$ cat config.mk
export PLATFORM = sky130hd
export DESIGN_NAME = comparator_output_interrupt
export DESIGN_NICKNAME = d
export VERILOG_FILES = /design/src/pkg/cmp_pkg.sv /design/src/design/comparator_output_interrupt.sv
export SDC_FILE = /design/constraint.sdc
export NUM_CORES = 1
export LEC_CHECK = 0
export ABC_AREA = 1
export BUFFER_PORTS_ARGS = -buffer_cell sky130_fd_sc_hd__buf_2
export CORE_ASPECT_RATIO = 0.9
export CORE_MARGIN = 2
export CORE_UTILIZATION = 50
export CTS_BUF_LIST = sky130_fd_sc_hd__clkbuf_4 sky130_fd_sc_hd__clkbuf_8
export CTS_CLUSTER_SIZE = 8
export DETAILED_ROUTE_END_ITERATION = 6
export PLACE_DENSITY = 0.8
export REMOVE_ABC_BUFFERS = 1
export SKIP_CTS_REPAIR_TIMING = 1
export SLEW_MARGIN = 20
export SYNTH_ARGS = -nofsm -noshare
export SYNTH_HDL_FRONTEND = slang
export SYNTH_SLANG_ARGS = --single-unit
export TNS_END_PERCENT = 10
$ cat constraint.sdc
create_clock -name ref_clk -period 4.3 [get_ports ref_clk]
set_clock_uncertainty 0.1 [all_clocks]
set_input_delay 0.43 -clock ref_clk [delete_from_list [all_inputs] [get_ports ref_clk]]
set_output_delay 0.43 -clock ref_clk [all_outputs]
set_load 0.05 [all_outputs]
$ cat src/pkg/cmp_pkg.sv
// shared constants for the dual comparator digital block
// assumes an 8-bit register port with one-cycle read latency
package cmp_pkg;
    localparam int ADDR_W = 3;
    localparam int DATA_W = 8;
    // register index map
    localparam logic [2:0] CTRL1_ADDR = 3'h0;
    localparam logic [2:0] CTRL2_ADDR = 3'h1;
    localparam logic [2:0] STATUS_ADDR = 3'h2;
    localparam logic [2:0] LADDER_ADDR = 3'h3;
    localparam logic [2:0] FLAGS_ADDR = 3'h4;
    localparam logic [2:0] ENABLES_ADDR = 3'h5;
    localparam logic [2:0] PRIORITY_ADDR = 3'h6;
    localparam logic [2:0] CORE_ADDR = 3'h7;
    // comparator control fields
    localparam int ON_BIT = 7;
    localparam int PIN_EN_BIT = 6;
    localparam int INVERT_BIT = 5;
    localparam int EDGE_HI = 4;
    localparam int EDGE_LO = 3;
    // ladder control fields
    localparam int LADDER_RANGE_BIT = 5;
    localparam int LADDER_SOURCE_BIT = 4;
    // flag / enable / core fields
    localparam int CMP2_FLAG_BIT = 6;
    localparam int CMP1_FLAG_BIT = 5;
    localparam int PERIPH_EN_BIT = 6;
    localparam int GLOBAL_EN_BIT = 7;
    // reset values and edge-select codes
    localparam logic [7:0] CTRL_RESET = 8'h1F;
    localparam logic [7:0] ZERO_RESET = 8'h00;
    localparam logic [1:0] EDGE_NONE = 2'h0;
    localparam logic [1:0] EDGE_RISE = 2'h1;
    localparam logic [1:0] EDGE_FALL = 2'h2;
    localparam logic [1:0] EDGE_ANY = 2'h3;
    // level of a disabled comparator's raw output
    localparam logic DISABLED_RAW = 1'b0;
endpackage

$ cat src/design/comparator_output_interrupt.sv
// digital side of a dual comparator: polarity, status, pin steering, edge flags
// assumes raw comparator outputs are asynchronous; register port on ref_clk
//
// Local design decisions: the plain strobed port and the register addresses.
`timescale 1ns/1ps
module comparator_output_interrupt
    import cmp_pkg::*;
(
    input wire logic ref_clk,
    input wire logic rstn,
    input wire logic clk_en,
    input wire logic [ADDR_W-1:0] addr,
    input wire logic [DATA_W-1:0] wdata,
    input wire logic wr,
    input wire logic rd,
    output logic [DATA_W-1:0] rdata,
    input wire logic [1:0] raw_result,
    input wire logic sleeping,
    output logic [1:0] remappable_pin,
    output logic [1:0] remappable_pin_sel,
    output logic [1:0] comparator_on,
    output logic ladder_on,
    output logic ladder_pin_enable,
    output logic ladder_range_select,
    output logic ladder_source_select,
    output logic [3:0] ladder_level,
    output logic irq,
    output logic wake
);

    ////////////////////////////////////////////////////////////////////////
    typedef struct packed {
        logic [1:0][7:0] comparator_control;
        logic [7:0] reference_ladder_control;
        logic [7:0] peripheral_flags_two;
        logic [7:0] peripheral_enables_two;
        logic [7:0] peripheral_priority_two;
        logic [7:0] interrupt_core_control;
        logic [1:0] sync1;
        logic [1:0] sync2;
        logic [1:0] adjusted;
        logic [7:0] rdata;
        logic [1:0] pin;
        logic [1:0] pin_sel;
        logic irq;
        logic wake;
    } state_t;

    state_t st;
    state_t next_st;

    logic [1:0] adj_now;
    logic [1:0] rise;
    logic [1:0] fall;
    logic [1:0] edge_hit;
    logic [1:0] any_written;
    logic [1:0] req;

    ////////////////////////////////////////////////////////////////////////
    // per-comparator result and edge qualification
    genvar g;
    generate
        for (g = 0; g < 2; g++) begin : g_cmp
            logic [1:0] sel;
            logic on;
            assign sel = st.comparator_control[g][EDGE_HI:EDGE_LO];
            assign on = st.comparator_control[g][ON_BIT];
            // disabled comparator forced to DISABLED_RAW, so no edges after the cycle it is switched off
            assign adj_now[g] = on
                ? (st.sync2[g] ^ st.comparator_control[g][INVERT_BIT])
                : DISABLED_RAW;
            assign rise[g] = adj_now[g] & ~st.adjusted[g];
            assign fall[g] = ~adj_now[g] & st.adjusted[g];
            always_comb begin
                unique case (sel)
                    EDGE_NONE: edge_hit[g] = 1'b0;
                    EDGE_RISE: edge_hit[g] = rise[g];
                    EDGE_FALL: edge_hit[g] = fall[g];
                    EDGE_ANY: edge_hit[g] = rise[g] | fall[g];
                endcase
            end
            // selecting any-change raises the flag at once
            assign any_written[g] = wr && addr == (g == 0 ? CTRL1_ADDR : CTRL2_ADDR)
                && wdata[EDGE_HI:EDGE_LO] == EDGE_ANY;
        end
    endgenerate

    assign req[0] = st.peripheral_flags_two[CMP1_FLAG_BIT]
        & st.peripheral_enables_two[CMP1_FLAG_BIT];
    assign req[1] = st.peripheral_flags_two[CMP2_FLAG_BIT]
        & st.peripheral_enables_two[CMP2_FLAG_BIT];

    ////////////////////////////////////////////////////////////////////////
    always_comb begin
        next_st = st;
        next_st.sync1 = raw_result;
        next_st.sync2 = st.sync1;
        next_st.adjusted = adj_now;
        // register writes; control state ignores sleep entirely
        if (wr) begin
            unique case (addr)
                CTRL1_ADDR: next_st.comparator_control[0] = wdata;
                CTRL2_ADDR: next_st.comparator_control[1] = wdata;
                LADDER_ADDR: next_st.reference_ladder_control = wdata;
                FLAGS_ADDR: next_st.peripheral_flags_two = wdata;
                ENABLES_ADDR: next_st.peripheral_enables_two = wdata;
                PRIORITY_ADDR: next_st.peripheral_priority_two = wdata;
                CORE_ADDR: next_st.interrupt_core_control = wdata;
                default: ; // status is read-only
            endcase
        end
        // hardware set wins over a same-cycle software clear
        if (edge_hit[0] || any_written[0]) begin
            next_st.peripheral_flags_two[CMP1_FLAG_BIT] = 1'b1;
        end
        if (edge_hit[1] || any_written[1]) begin
            next_st.peripheral_flags_two[CMP2_FLAG_BIT] = 1'b1;
        end
        next_st.rdata = ZERO_RESET;
        if (rd) begin
            unique case (addr)
                CTRL1_ADDR: next_st.rdata = st.comparator_control[0];
                CTRL2_ADDR: next_st.rdata = st.comparator_control[1];
                STATUS_ADDR: next_st.rdata = {6'h00, st.adjusted};
                LADDER_ADDR: next_st.rdata = st.reference_ladder_control;
                FLAGS_ADDR: next_st.rdata = st.peripheral_flags_two;
                ENABLES_ADDR: next_st.rdata = st.peripheral_enables_two;
                PRIORITY_ADDR: next_st.rdata = st.peripheral_priority_two;
                CORE_ADDR: next_st.rdata = st.interrupt_core_control;
            endcase
        end
        for (int i = 0; i < 2; i++) begin
            next_st.pin[i] = st.adjusted[i];
            next_st.pin_sel[i] = st.comparator_control[i][PIN_EN_BIT];
        end
        // flags set regardless; delivery needs all three enables
        next_st.irq = (|req) && st.interrupt_core_control[PERIPH_EN_BIT]
            && st.interrupt_core_control[GLOBAL_EN_BIT];
        // wake needs only the local enable, the cores' gates are asleep too
        next_st.wake = sleeping && (|req);
    end

    ////////////////////////////////////////////////////////////////////////
    always_ff @(posedge ref_clk) begin
        if (!rstn) begin
            st <= '0;
            st.comparator_control[0] <= CTRL_RESET;
            st.comparator_control[1] <= CTRL_RESET;
            st.reference_ladder_control <= ZERO_RESET;
        end else if (clk_en) begin
            st <= next_st;
        end
    end

    assign rdata = st.rdata;
    assign remappable_pin = st.pin;
    assign remappable_pin_sel = st.pin_sel;
    assign comparator_on = {st.comparator_control[1][ON_BIT],
                            st.comparator_control[0][ON_BIT]};
    assign ladder_on = st.reference_ladder_control[ON_BIT];
    assign ladder_pin_enable = st.reference_ladder_control[PIN_EN_BIT];
    // analog ladder uses these: range 1 gives level/24, range 0 span/4+level/32
    assign ladder_range_select = st.reference_ladder_control[LADDER_RANGE_BIT];
    assign ladder_source_select = st.reference_ladder_control[LADDER_SOURCE_BIT];
    assign ladder_level = st.reference_ladder_control[3:0];
    assign irq = st.irq;
    assign wake = st.wake;

    ////////////////////////////////////////////////////////////////////////
    status_bits_a: assert property (@(posedge ref_clk) disable iff (!rstn)
        clk_en && rd && addr == STATUS_ADDR |=> rdata == {6'h00, $past(st.adjusted)})
        else $error("status read mismatch");
    flag_rise_a: assert property (@(posedge ref_clk) disable iff (!rstn)
        clk_en && rise[0] && st.comparator_control[0][EDGE_HI:EDGE_LO] == EDGE_RISE
        |=> st.peripheral_flags_two[CMP1_FLAG_BIT])
        else $error("rising edge lost");
    flag_none_a: assert property (@(posedge ref_clk) disable iff (!rstn)
        clk_en && !wr && !st.peripheral_flags_two[CMP1_FLAG_BIT]
        && st.comparator_control[0][EDGE_HI:EDGE_LO] == EDGE_NONE
        |=> !st.peripheral_flags_two[CMP1_FLAG_BIT])
        else $error("flag set with edges off");
    flag_sticky_a: assert property (@(posedge ref_clk) disable iff (!rstn)
        clk_en && !(wr && addr == FLAGS_ADDR) && st.peripheral_flags_two[CMP2_FLAG_BIT]
        |=> st.peripheral_flags_two[CMP2_FLAG_BIT])
        else $error("flag dropped without write");
    any_mode_a: assert property (@(posedge ref_clk) disable iff (!rstn)
        clk_en && any_written[1] |=> st.peripheral_flags_two[CMP2_FLAG_BIT])
        else $error("any-change select did not set flag");
    irq_gate_a: assert property (@(posedge ref_clk) disable iff (!rstn)
        irq |-> $past(st.interrupt_core_control[GLOBAL_EN_BIT]))
        else $error("irq without global enable");
    disabled_quiet_a: assert property (@(posedge ref_clk) disable iff (!rstn)
        !st.comparator_control[0][ON_BIT] |-> adj_now[0] == DISABLED_RAW)
        else $error("disabled comparator moved");
    pin_sel_a: assert property (@(posedge ref_clk) disable iff (!rstn)
        clk_en ##1 clk_en |-> remappable_pin_sel[1]
        == $past(st.comparator_control[1][PIN_EN_BIT]))
        else $error("pin select lag wrong");

    ////////////////////////////////////////////////////////////////////////
    // register port behaviour
    status_upper_a: assert property (@(posedge ref_clk) disable iff (!rstn)
        clk_en && rd && addr == STATUS_ADDR |=> rdata[7:2] == 6'h00)
        else $error("status upper bits not zero");
    status_write_a: assert property (@(posedge ref_clk) disable iff (!rstn)
        clk_en && wr && addr == STATUS_ADDR |=> $stable(st.comparator_control))
        else $error("status write changed control");
    rdata_idle_a: assert property (@(posedge ref_clk) disable iff (!rstn)
        clk_en && !rd |=> rdata == ZERO_RESET)
        else $error("read data not idle");
    flag_read_a: assert property (@(posedge ref_clk) disable iff (!rstn)
        clk_en && rd && addr == FLAGS_ADDR |=> rdata == $past(st.peripheral_flags_two))
        else $error("flag read mismatch");
    ctrl_read_a: assert property (@(posedge ref_clk) disable iff (!rstn)
        clk_en && rd && addr == CTRL1_ADDR |=> rdata == $past(st.comparator_control[0]))
        else $error("control read mismatch");
    ctrl_write_a: assert property (@(posedge ref_clk) disable iff (!rstn)
        clk_en && wr && addr == CTRL2_ADDR |=> st.comparator_control[1] == $past(wdata))
        else $error("control write lost");
    prio_write_a: assert property (@(posedge ref_clk) disable iff (!rstn)
        clk_en && wr && addr == PRIORITY_ADDR |=> st.peripheral_priority_two == $past(wdata))
        else $error("priority write lost");
    enable_write_a: assert property (@(posedge ref_clk) disable iff (!rstn)
        clk_en && wr && addr == ENABLES_ADDR |=> st.peripheral_enables_two == $past(wdata))
        else $error("enable write lost");
    core_write_a: assert property (@(posedge ref_clk) disable iff (!rstn)
        clk_en && wr && addr == CORE_ADDR |=> st.interrupt_core_control == $past(wdata))
        else $error("core write lost");

    ////////////////////////////////////////////////////////////////////////
    // result path
    sync_first_a: assert property (@(posedge ref_clk) disable iff (!rstn)
        clk_en |=> st.sync1 == $past(raw_result))
        else $error("first sync stage wrong");
    sync_chain_a: assert property (@(posedge ref_clk) disable iff (!rstn)
        clk_en |=> st.sync2 == $past(st.sync1))
        else $error("second sync stage wrong");
    invert_one_a: assert property (@(posedge ref_clk) disable iff (!rstn)
        st.comparator_control[0][ON_BIT]
        |-> adj_now[0] == (st.sync2[0] ^ st.comparator_control[0][INVERT_BIT]))
        else $error("polarity one wrong");
    invert_two_a: assert property (@(posedge ref_clk) disable iff (!rstn)
        st.comparator_control[1][ON_BIT]
        |-> adj_now[1] == (st.sync2[1] ^ st.comparator_control[1][INVERT_BIT]))
        else $error("polarity two wrong");
    adjusted_reg_a: assert property (@(posedge ref_clk) disable iff (!rstn)
        clk_en |=> st.adjusted == $past(adj_now))
        else $error("adjusted result lag wrong");
    pin_follow_a: assert property (@(posedge ref_clk) disable iff (!rstn)
        clk_en |=> remappable_pin == $past(st.adjusted))
        else $error("pin result lag wrong");
    pin_sel_one_a: assert property (@(posedge ref_clk) disable iff (!rstn)
        clk_en |=> remappable_pin_sel[0] == $past(st.comparator_control[0][PIN_EN_BIT]))
        else $error("pin select one wrong");
    disabled_two_a: assert property (@(posedge ref_clk) disable iff (!rstn)
        !st.comparator_control[1][ON_BIT] |-> adj_now[1] == DISABLED_RAW)
        else $error("disabled comparator two moved");
    disabled_edge_a: assert property (@(posedge ref_clk) disable iff (!rstn)
        !st.comparator_control[0][ON_BIT] && !st.adjusted[0] |-> !rise[0] && !fall[0])
        else $error("disabled comparator made an edge");

    ////////////////////////////////////////////////////////////////////////
    // edge selection and flags
    flag_fall_a: assert property (@(posedge ref_clk) disable iff (!rstn)
        clk_en && fall[0] && st.comparator_control[0][EDGE_HI:EDGE_LO] == EDGE_FALL
        |=> st.peripheral_flags_two[CMP1_FLAG_BIT])
        else $error("falling edge lost");
    rise_ignored_a: assert property (@(posedge ref_clk) disable iff (!rstn)
        clk_en && !wr && !fall[0] && !st.peripheral_flags_two[CMP1_FLAG_BIT]
        && st.comparator_control[0][EDGE_HI:EDGE_LO] == EDGE_FALL
        |=> !st.peripheral_flags_two[CMP1_FLAG_BIT])
        else $error("flag set without falling edge");
    fall_ignored_a: assert property (@(posedge ref_clk) disable iff (!rstn)
        clk_en && !wr && !rise[0] && !st.peripheral_flags_two[CMP1_FLAG_BIT]
        && st.comparator_control[0][EDGE_HI:EDGE_LO] == EDGE_RISE
        |=> !st.peripheral_flags_two[CMP1_FLAG_BIT])
        else $error("flag set without rising edge");
    any_edge_a: assert property (@(posedge ref_clk) disable iff (!rstn)
        clk_en && (rise[0] || fall[0])
        && st.comparator_control[0][EDGE_HI:EDGE_LO] == EDGE_ANY
        |=> st.peripheral_flags_two[CMP1_FLAG_BIT])
        else $error("any-change edge lost");
    none_two_a: assert property (@(posedge ref_clk) disable iff (!rstn)
        clk_en && !wr && !st.peripheral_flags_two[CMP2_FLAG_BIT]
        && st.comparator_control[1][EDGE_HI:EDGE_LO] == EDGE_NONE
        |=> !st.peripheral_flags_two[CMP2_FLAG_BIT])
        else $error("flag two set with edges off");
    any_decode_a: assert property (@(posedge ref_clk) disable iff (!rstn)
        clk_en && wr && addr == CTRL1_ADDR && wdata[EDGE_HI:EDGE_LO] == EDGE_ANY
        |=> st.peripheral_flags_two[CMP1_FLAG_BIT])
        else $error("any-change write did not set flag one");
    sticky_one_a: assert property (@(posedge ref_clk) disable iff (!rstn)
        clk_en && !(wr && addr == FLAGS_ADDR) && st.peripheral_flags_two[CMP1_FLAG_BIT]
        |=> st.peripheral_flags_two[CMP1_FLAG_BIT])
        else $error("flag one dropped without write");
    flag_clear_a: assert property (@(posedge ref_clk) disable iff (!rstn)
        clk_en && wr && addr == FLAGS_ADDR && !wdata[CMP1_FLAG_BIT] && !edge_hit[0]
        |=> !st.peripheral_flags_two[CMP1_FLAG_BIT])
        else $error("flag one clear lost");
    soft_set_a: assert property (@(posedge ref_clk) disable iff (!rstn)
        clk_en && wr && addr == FLAGS_ADDR && wdata[CMP2_FLAG_BIT]
        |=> st.peripheral_flags_two[CMP2_FLAG_BIT])
        else $error("software set of flag two lost");
    flag_ungated_a: assert property (@(posedge ref_clk) disable iff (!rstn)
        clk_en && rise[1] && st.comparator_control[1][EDGE_HI:EDGE_LO] == EDGE_RISE
        |=> st.peripheral_flags_two[CMP2_FLAG_BIT])
        else $error("flag two not set by its edge");

    ////////////////////////////////////////////////////////////////////////
    // request delivery and sleep
    irq_periph_a: assert property (@(posedge ref_clk) disable iff (!rstn)
        irq |-> $past(st.interrupt_core_control[PERIPH_EN_BIT]))
        else $error("irq without peripheral enable");
    irq_req_a: assert property (@(posedge ref_clk) disable iff (!rstn)
        irq |-> $past(|req))
        else $error("irq without enabled flag");
    irq_on_a: assert property (@(posedge ref_clk) disable iff (!rstn)
        clk_en && (|req) && st.interrupt_core_control[PERIPH_EN_BIT]
        && st.interrupt_core_control[GLOBAL_EN_BIT] |=> irq)
        else $error("enabled request not delivered");
    wake_on_a: assert property (@(posedge ref_clk) disable iff (!rstn)
        clk_en && sleeping && (|req) |=> wake)
        else $error("enabled request did not wake");
    wake_off_a: assert property (@(posedge ref_clk) disable iff (!rstn)
        clk_en && !sleeping |=> !wake)
        else $error("wake while awake");
    sleep_hold_a: assert property (@(posedge ref_clk) disable iff (!rstn)
        clk_en && sleeping && !wr |=> $stable(st.comparator_control))
        else $error("control changed in sleep");
    ladder_hold_a: assert property (@(posedge ref_clk) disable iff (!rstn)
        clk_en && sleeping && !wr |=> $stable(st.reference_ladder_control))
        else $error("ladder changed in sleep");

    ////////////////////////////////////////////////////////////////////////
    // reset and ladder fields
    ctrl_reset_a: assert property (@(posedge ref_clk)
        !rstn |=> st.comparator_control[0] == CTRL_RESET
        && st.comparator_control[1] == CTRL_RESET)
        else $error("control not reset");
    ladder_reset_a: assert property (@(posedge ref_clk)
        !rstn |=> st.reference_ladder_control == ZERO_RESET && !ladder_on)
        else $error("ladder not reset");
    outputs_reset_a: assert property (@(posedge ref_clk)
        !rstn |=> !irq && !wake && comparator_on == 2'h0)
        else $error("outputs not reset");
    level_write_a: assert property (@(posedge ref_clk) disable iff (!rstn)
        clk_en && wr && addr == LADDER_ADDR |=> ladder_level == $past(wdata[3:0]))
        else $error("ladder level write lost");
    range_write_a: assert property (@(posedge ref_clk) disable iff (!rstn)
        clk_en && wr && addr == LADDER_ADDR
        |=> ladder_range_select == $past(wdata[LADDER_RANGE_BIT]))
        else $error("ladder range write lost");
    source_write_a: assert property (@(posedge ref_clk) disable iff (!rstn)
        clk_en && wr && addr == LADDER_ADDR
        |=> ladder_source_select == $past(wdata[LADDER_SOURCE_BIT]))
        else $error("ladder source write lost");

endmodule

==> results of run 1 <==
## layout make-up
class | count | share of cell area
sequential | 76 | 0.391
inverter | 34 | 0.0328
clock buffer | 10 | 0.0353
timing repair buffer | 42 | 0.0540
clock inverter | 6 | 0.0164
multi-input combinational | 358 | 0.441
tap | 93 | 0.0299
## state kept, by name (all words and copies together), names as in the netlist
register and cells:
comparator_on 2, g_cmp.sel 4, irq 1, ladder_level 4
ladder_on 1, ladder_pin_enable 1, ladder_range_select 1, ladder_source_select 1
next_st 6, rdata 8, remappable_pin 2, remappable_pin_sel 2
st 42, wake 1
## per-stage QoR
step | std cells | worst slack [ns] | hold WS [ns]
after floorplan | 468 | 2.47 | 0.337
after global routing | 619 | 2.17 | 0.221
final | 619 | 2.29 | 0.224
after detailed placement | 603 | 2.00 | 0.355
after CTS | 619 | 2.36 | 0.210
after global placement | 603 | 2.09 | 0.352
## layer usage
metal	wire length, um	part of all wire
met1	4410	0.46
met2	4400	0.46
met3	671	0.070
met4	131	0.014
met5	0	0
## cell usage in the layout, fill, tap and decap left out, drive strengths merged, types with 3 or more instances in the layout
cell | synthesis | layout
clkbuf | 13 | 10
a21oi | 24 | 24
nand2 | 73 | 73
buf | 34 | 42
clkinv | 0 | 3
nand4 | 42 | 42
nor2 | 113 | 113
dfxtp | 76 | 76
o21ai | 68 | 68
inv | 34 | 34
nand3 | 26 | 26
ha | 4 | 4
## cell families (layout without fill, tap and decap cells)
kind of cell | count (synthesis) | in the layout | synth area share
flip-flops | 76 | 76 | 0.417
adder cells (fa/ha/maj) | 4 | 4 | 0.0137
AND/OR/NAND/NOR | 257 | 257 | 0.321
buffers and inverters | 81 | 92 | 0.112
AO/OA/AOI/OAI | 97 | 97 | 0.136
## power by group through the flow
stage / logic, W / clock network, W / registers, W
6_report: 0.000153 / 0.000545 / 0.000738
5_1_grt: 0.000167 / 0.000587 / 0.000740
4_1_cts: 0.000151 / 0.000550 / 0.000737
3_5_place_dp: 0.000150 / 0 / 0.000753
3_3_place_gp: 0.000147 / 0 / 0.000753
2_1_floorplan: 0.0000629 / 0 / 0.000772
## worst max path at each step
stage | slack [ns] | depth (start not counted) | end
after global placement | 2.09 | 8 | g_cmp[0].sel[1]
final | 2.29 | 6 | st[34]
after floorplan | 2.47 | 10 | st[49]
after global routing | 2.17 | 6 | st[33]
after CTS | 2.36 | 6 | st[34]
after detailed placement | 2.00 | 6 | st[30]
## critical path: cells and delay by family
| family | cells | cell delay [ns] |
|---|---|---|
| buffers and inverters | 3 | 0.96 |
| AND/OR/NAND/NOR | 3 | 0.75 |
==> results.cfg, run 1 <==
[outcome]
status = complete, no violations

[detailed_routing]
avgRoutedWirePerCell_um = 15.5
drcViolationCount = 0
firstDrtPassIters = 5
finalWirelength_um = 9610
drtIter0Drc = 281
via_count = 3518
vias_per_cell = 5.68
antenna_left = 0

[yosys]
syn_inst = 515
netlist_area_um2 = 3650
synth_edf_count = 0
synth_seq_area_share = 0.417
synth_area_leader_cell = dfxtp_1
synth_async_sr_flop_share = 0
synth_area_leaders = dfxtp_1 42%, nor2_1 11%, o21ai_0 9.3%
synthTopCellsByCount = 110 x nor2_1, 76 x dfxtp_1, 69 x nand2_1, 68 x o21ai_0, 41 x nand4_1
synth_top_area_frac = 0.417
synth.avg_cell_area_um2 = 7.08
synth.most_common_cell = nor2_1
ys_ff_latch = 76
ys_warn_count = 0
ys_types = 24
ys.flop_type = dfxtp_1

[die]
dieArea_um2 = 7990
ios = 43
coreArea_um2 = 7080
core.rowCount = 29
dieWidth_um = 94.0
die_y_um = 85.0
start_util = 0.515

[sta]
hold_viol_final = 0
setup_viol = 0
rsz0062_at_grt = false
tightest_slew_ns = 0.954
final.setup.tns_ns = 0
drv_slew = 0
fmaxAchievable_ghz = 0.498
post-route-period-util = 0.467
relSlewSlack = 0.364
fin_crit_ns = 2.01

[pwr]
internal_power_w = 0.00104
pwr-share-clk = 0.379
seqPwrFrac = 0.514
p_comb_frac = 0.107
p_per_area_nw_per_um2 = 369
p_sw_w = 0.000392
peakVddDrop_mv = 0.207
switching_share = 0.273
total_power_w = 0.00144
leakage_nw = 1.80

[clock_tree]
cts_buffer_depth = 2
htreeDepth = 3
cts_tree = done
cts_buffers = 9
clock_latency_ns = 0.36
cts.clk_slew.worst_paths_ns = 0.08
cts.sink_count = 76
clock-root-buffer = clkbuf_8

[min_path]
min_path_cells = 3
hold_start = raw_result[1]
hp-class = input port to flop
hold_end = next_st[17]

[critical_path]
cp.required_ns = 4.44
rrSetupSlack_ns = 2.64
start_kind = input port
crit_chain = buf_2 > inv_2 > nor4_4 > inv_2 > nor2_1 > nor2_1
r2r_end = st[49]
cp-startpoint = addr[2]
r2r_start = st[65]
crit_type = input port to flop
slowest_stage = nor4_4
r2r_cells = 10
cp-end-kind = flop
critical_path_arrival_ns = 2.15
max_stage_delay_ns = 0.56
path_max_fanout = 31

[job]
maxCapViolCount = 0

[cells_and_area]
multi_input_area_um2 = 1720
drive_gt1_frac = 0.144
fin_nets = 544
synthToLayoutAreaGrowth_pct = 6.79
nFillCells = 704
regArea_um2 = 1520
fin_area_um2 = 3890
antenna_cells = 0
utilization = 0.550

[global_routing]
met2_usage = 0.395
grt_util_met1 = 0.351
busiest_layer = met2
antenna_found_initial = 0
grt_overflow = 0
met3_usage = 0.0675
grt_pass1_wl_um = 15800
grt_pass1_vias = 3190
grt_max_degree = 64
grt_usage = 0.254

[placed_design]
dpl_cell_area_um2 = 3690
numPortBuffers = 42
hpwl_um = 6720
gp_congestion = 0.964
Note: power is estimated with default switching activity, not from simulation.
==> run 2: changes to the inputs <==
- clock period: 4.3 -> 2.1 ns (I/O delays scaled with it)
==> results.cfg, run 2 (synthesis results as in run 1) <==
[detailed_routing]
vias_per_cell = 5.77
drcViolationCount = 0
via_count = 3636
drtIter0Drc = 448
firstDrtPassIters = 6
avgRoutedWirePerCell_um = 15.8
antenna_left = 0
finalWirelength_um = 9930

[global_routing]
grt_pass1_vias = 3176
grt_usage = 0.257
grt_max_degree = 50
grt_overflow = 0
antenna_found_initial = 0
grt_pass1_wl_um = 15900

[critical_path]
r2r_start = comparator_on[0]
cp-startpoint = comparator_on[0]
r2r_cells = 10
path_max_fanout = 3
crit_type = flop to flop
cp.required_ns = 2.23
start_kind = flop
cp-end-kind = flop
rrSetupSlack_ns = 0.34
critical_path_arrival_ns = 1.89
r2r_end = st[49]

[die]
dieArea_um2 = 7990
dieWidth_um = 94.0
start_util = 0.515
coreArea_um2 = 7080
ios = 43
core.rowCount = 29
die_y_um = 85.0

[cells_and_area]
nFillCells = 693
fin_area_um2 = 4000
most-common-layout-cells = 110 x nor2_1, 76 x dfxtp_1, 69 x nand2_1
largest_reg_flops = 42
antenna_cells = 0
drive_gt1_frac = 0.162
fin_nets = 555
layout_commonest_cell = nor2_1
largest-register = st
synthToLayoutAreaGrowth_pct = 9.78

[clock_tree]
cts_tree = done
cts_buffers = 9
htreeDepth = 3
clock-root-buffer = clkbuf_8
cts_buffer_depth = 2
cts.clk_slew.worst_paths_ns = 0.08
clock_latency_ns = 0.35
cts.sink_count = 76

[sta]
final.setup.tns_ns = 0
whs_ns = -0.0183
relSlewSlack = 0.640
post-route-period-util = 0.840
hold_viol_final = 2
fin_crit_ns = 1.76
rsz0062_at_grt = false
setup_viol = 0
fmaxAchievable_ghz = 0.567
tightest_slew_ns = 0.540
drv_slew = 0

[min_path]
min_path_cells = 3
hp-class = input port to flop
hold_start = raw_result[0]
hold_end = next_st[16]

[placed_design]
hpwl_um = 7040
numPortBuffers = 42
gp_congestion = 0.930
dpl_cell_area_um2 = 3790

[job]
maxCapViolCount = 0

[outcome]
violations = hold timing
status = complete, but fails checks

[pwr]
leakage_nw = 1.87
peakVddDrop_mv = 0.570
p_per_area_nw_per_um2 = 763
==> run 2: how the worst max path moves through the flow <==
stage / to / slack (ns) / cells past startpoint
2_1_floorplan: st[49] / 0.27 / 10
3_3_place_gp: st[50] / 0.36 / 8
3_5_place_dp: st[50] / 0.30 / 7
4_1_cts: st[49] / 0.38 / 10
5_1_grt: st[49] / 0.18 / 10
6_report: st[49] / 0.34 / 10
==> run 2: routing by layer <==
layer / GRT usage / share of wire / up-vias / wire (um)
li1: - / - / 1728 / -
met1: 0.367 / 0.45 / 1697 / 4420
met2: 0.390 / 0.45 / 191 / 4440
met3: 0.0604 / 0.088 / 20 / 874
met4: 0.0698 / 0.019 / 0 / 187
met5: 0 / 0 / - / 0
==> run 2: stage by stage <==
step | cells | worst slack, ns | hold WS (ns) | util | power [W]
floorplan | 468 | 0.267 | 0.194 | - | 0.00171
global placement | 614 | 0.364 | 0.333 | 0.535 | 0.00186
detailed placement | 614 | 0.297 | 0.346 | 0.535 | 0.00187
CTS | 630 | 0.379 | -0.0252 | 0.566 | 0.00306
global route | 630 | 0.176 | 0.00183 | 0.566 | 0.00317
finish | 630 | 0.337 | -0.0183 | 0.566 | 0.00306
==> run 2: area by class of cell <==
type	instances	area, um^2	share of cell area
multi-input cells	358	1720	0.429
flip-flops and latches	76	1520	0.380
repair buffers	53	305	0.0763
inverters	34	128	0.0319
clock buffers	9	124	0.0309
well taps	93	116	0.0291
clock inverters	7	91.3	0.0228
==> run 2: where the power goes <==
group | internal (W) | total [W] | switching, W
Sequential | 0.00148 | 0.00151 | 0.0000287
Clock | 0.000664 | 0.00121 | 0.000545
Combinational | 0.0000902 | 0.000336 | 0.000245
==> run 2: worst max-delay path: stages, from the launching register on <==
cell and delay, ns:
dfxtp_1 0.37, inv_1 0.07, nor3_1 0.31, inv_1 0.12, ha_1 0.19, nor2_1 0.09
nor2_1 0.05, nand3_1 0.09, o21ai_0 0.09, nor2_1 0.12, nor2_1 0.04
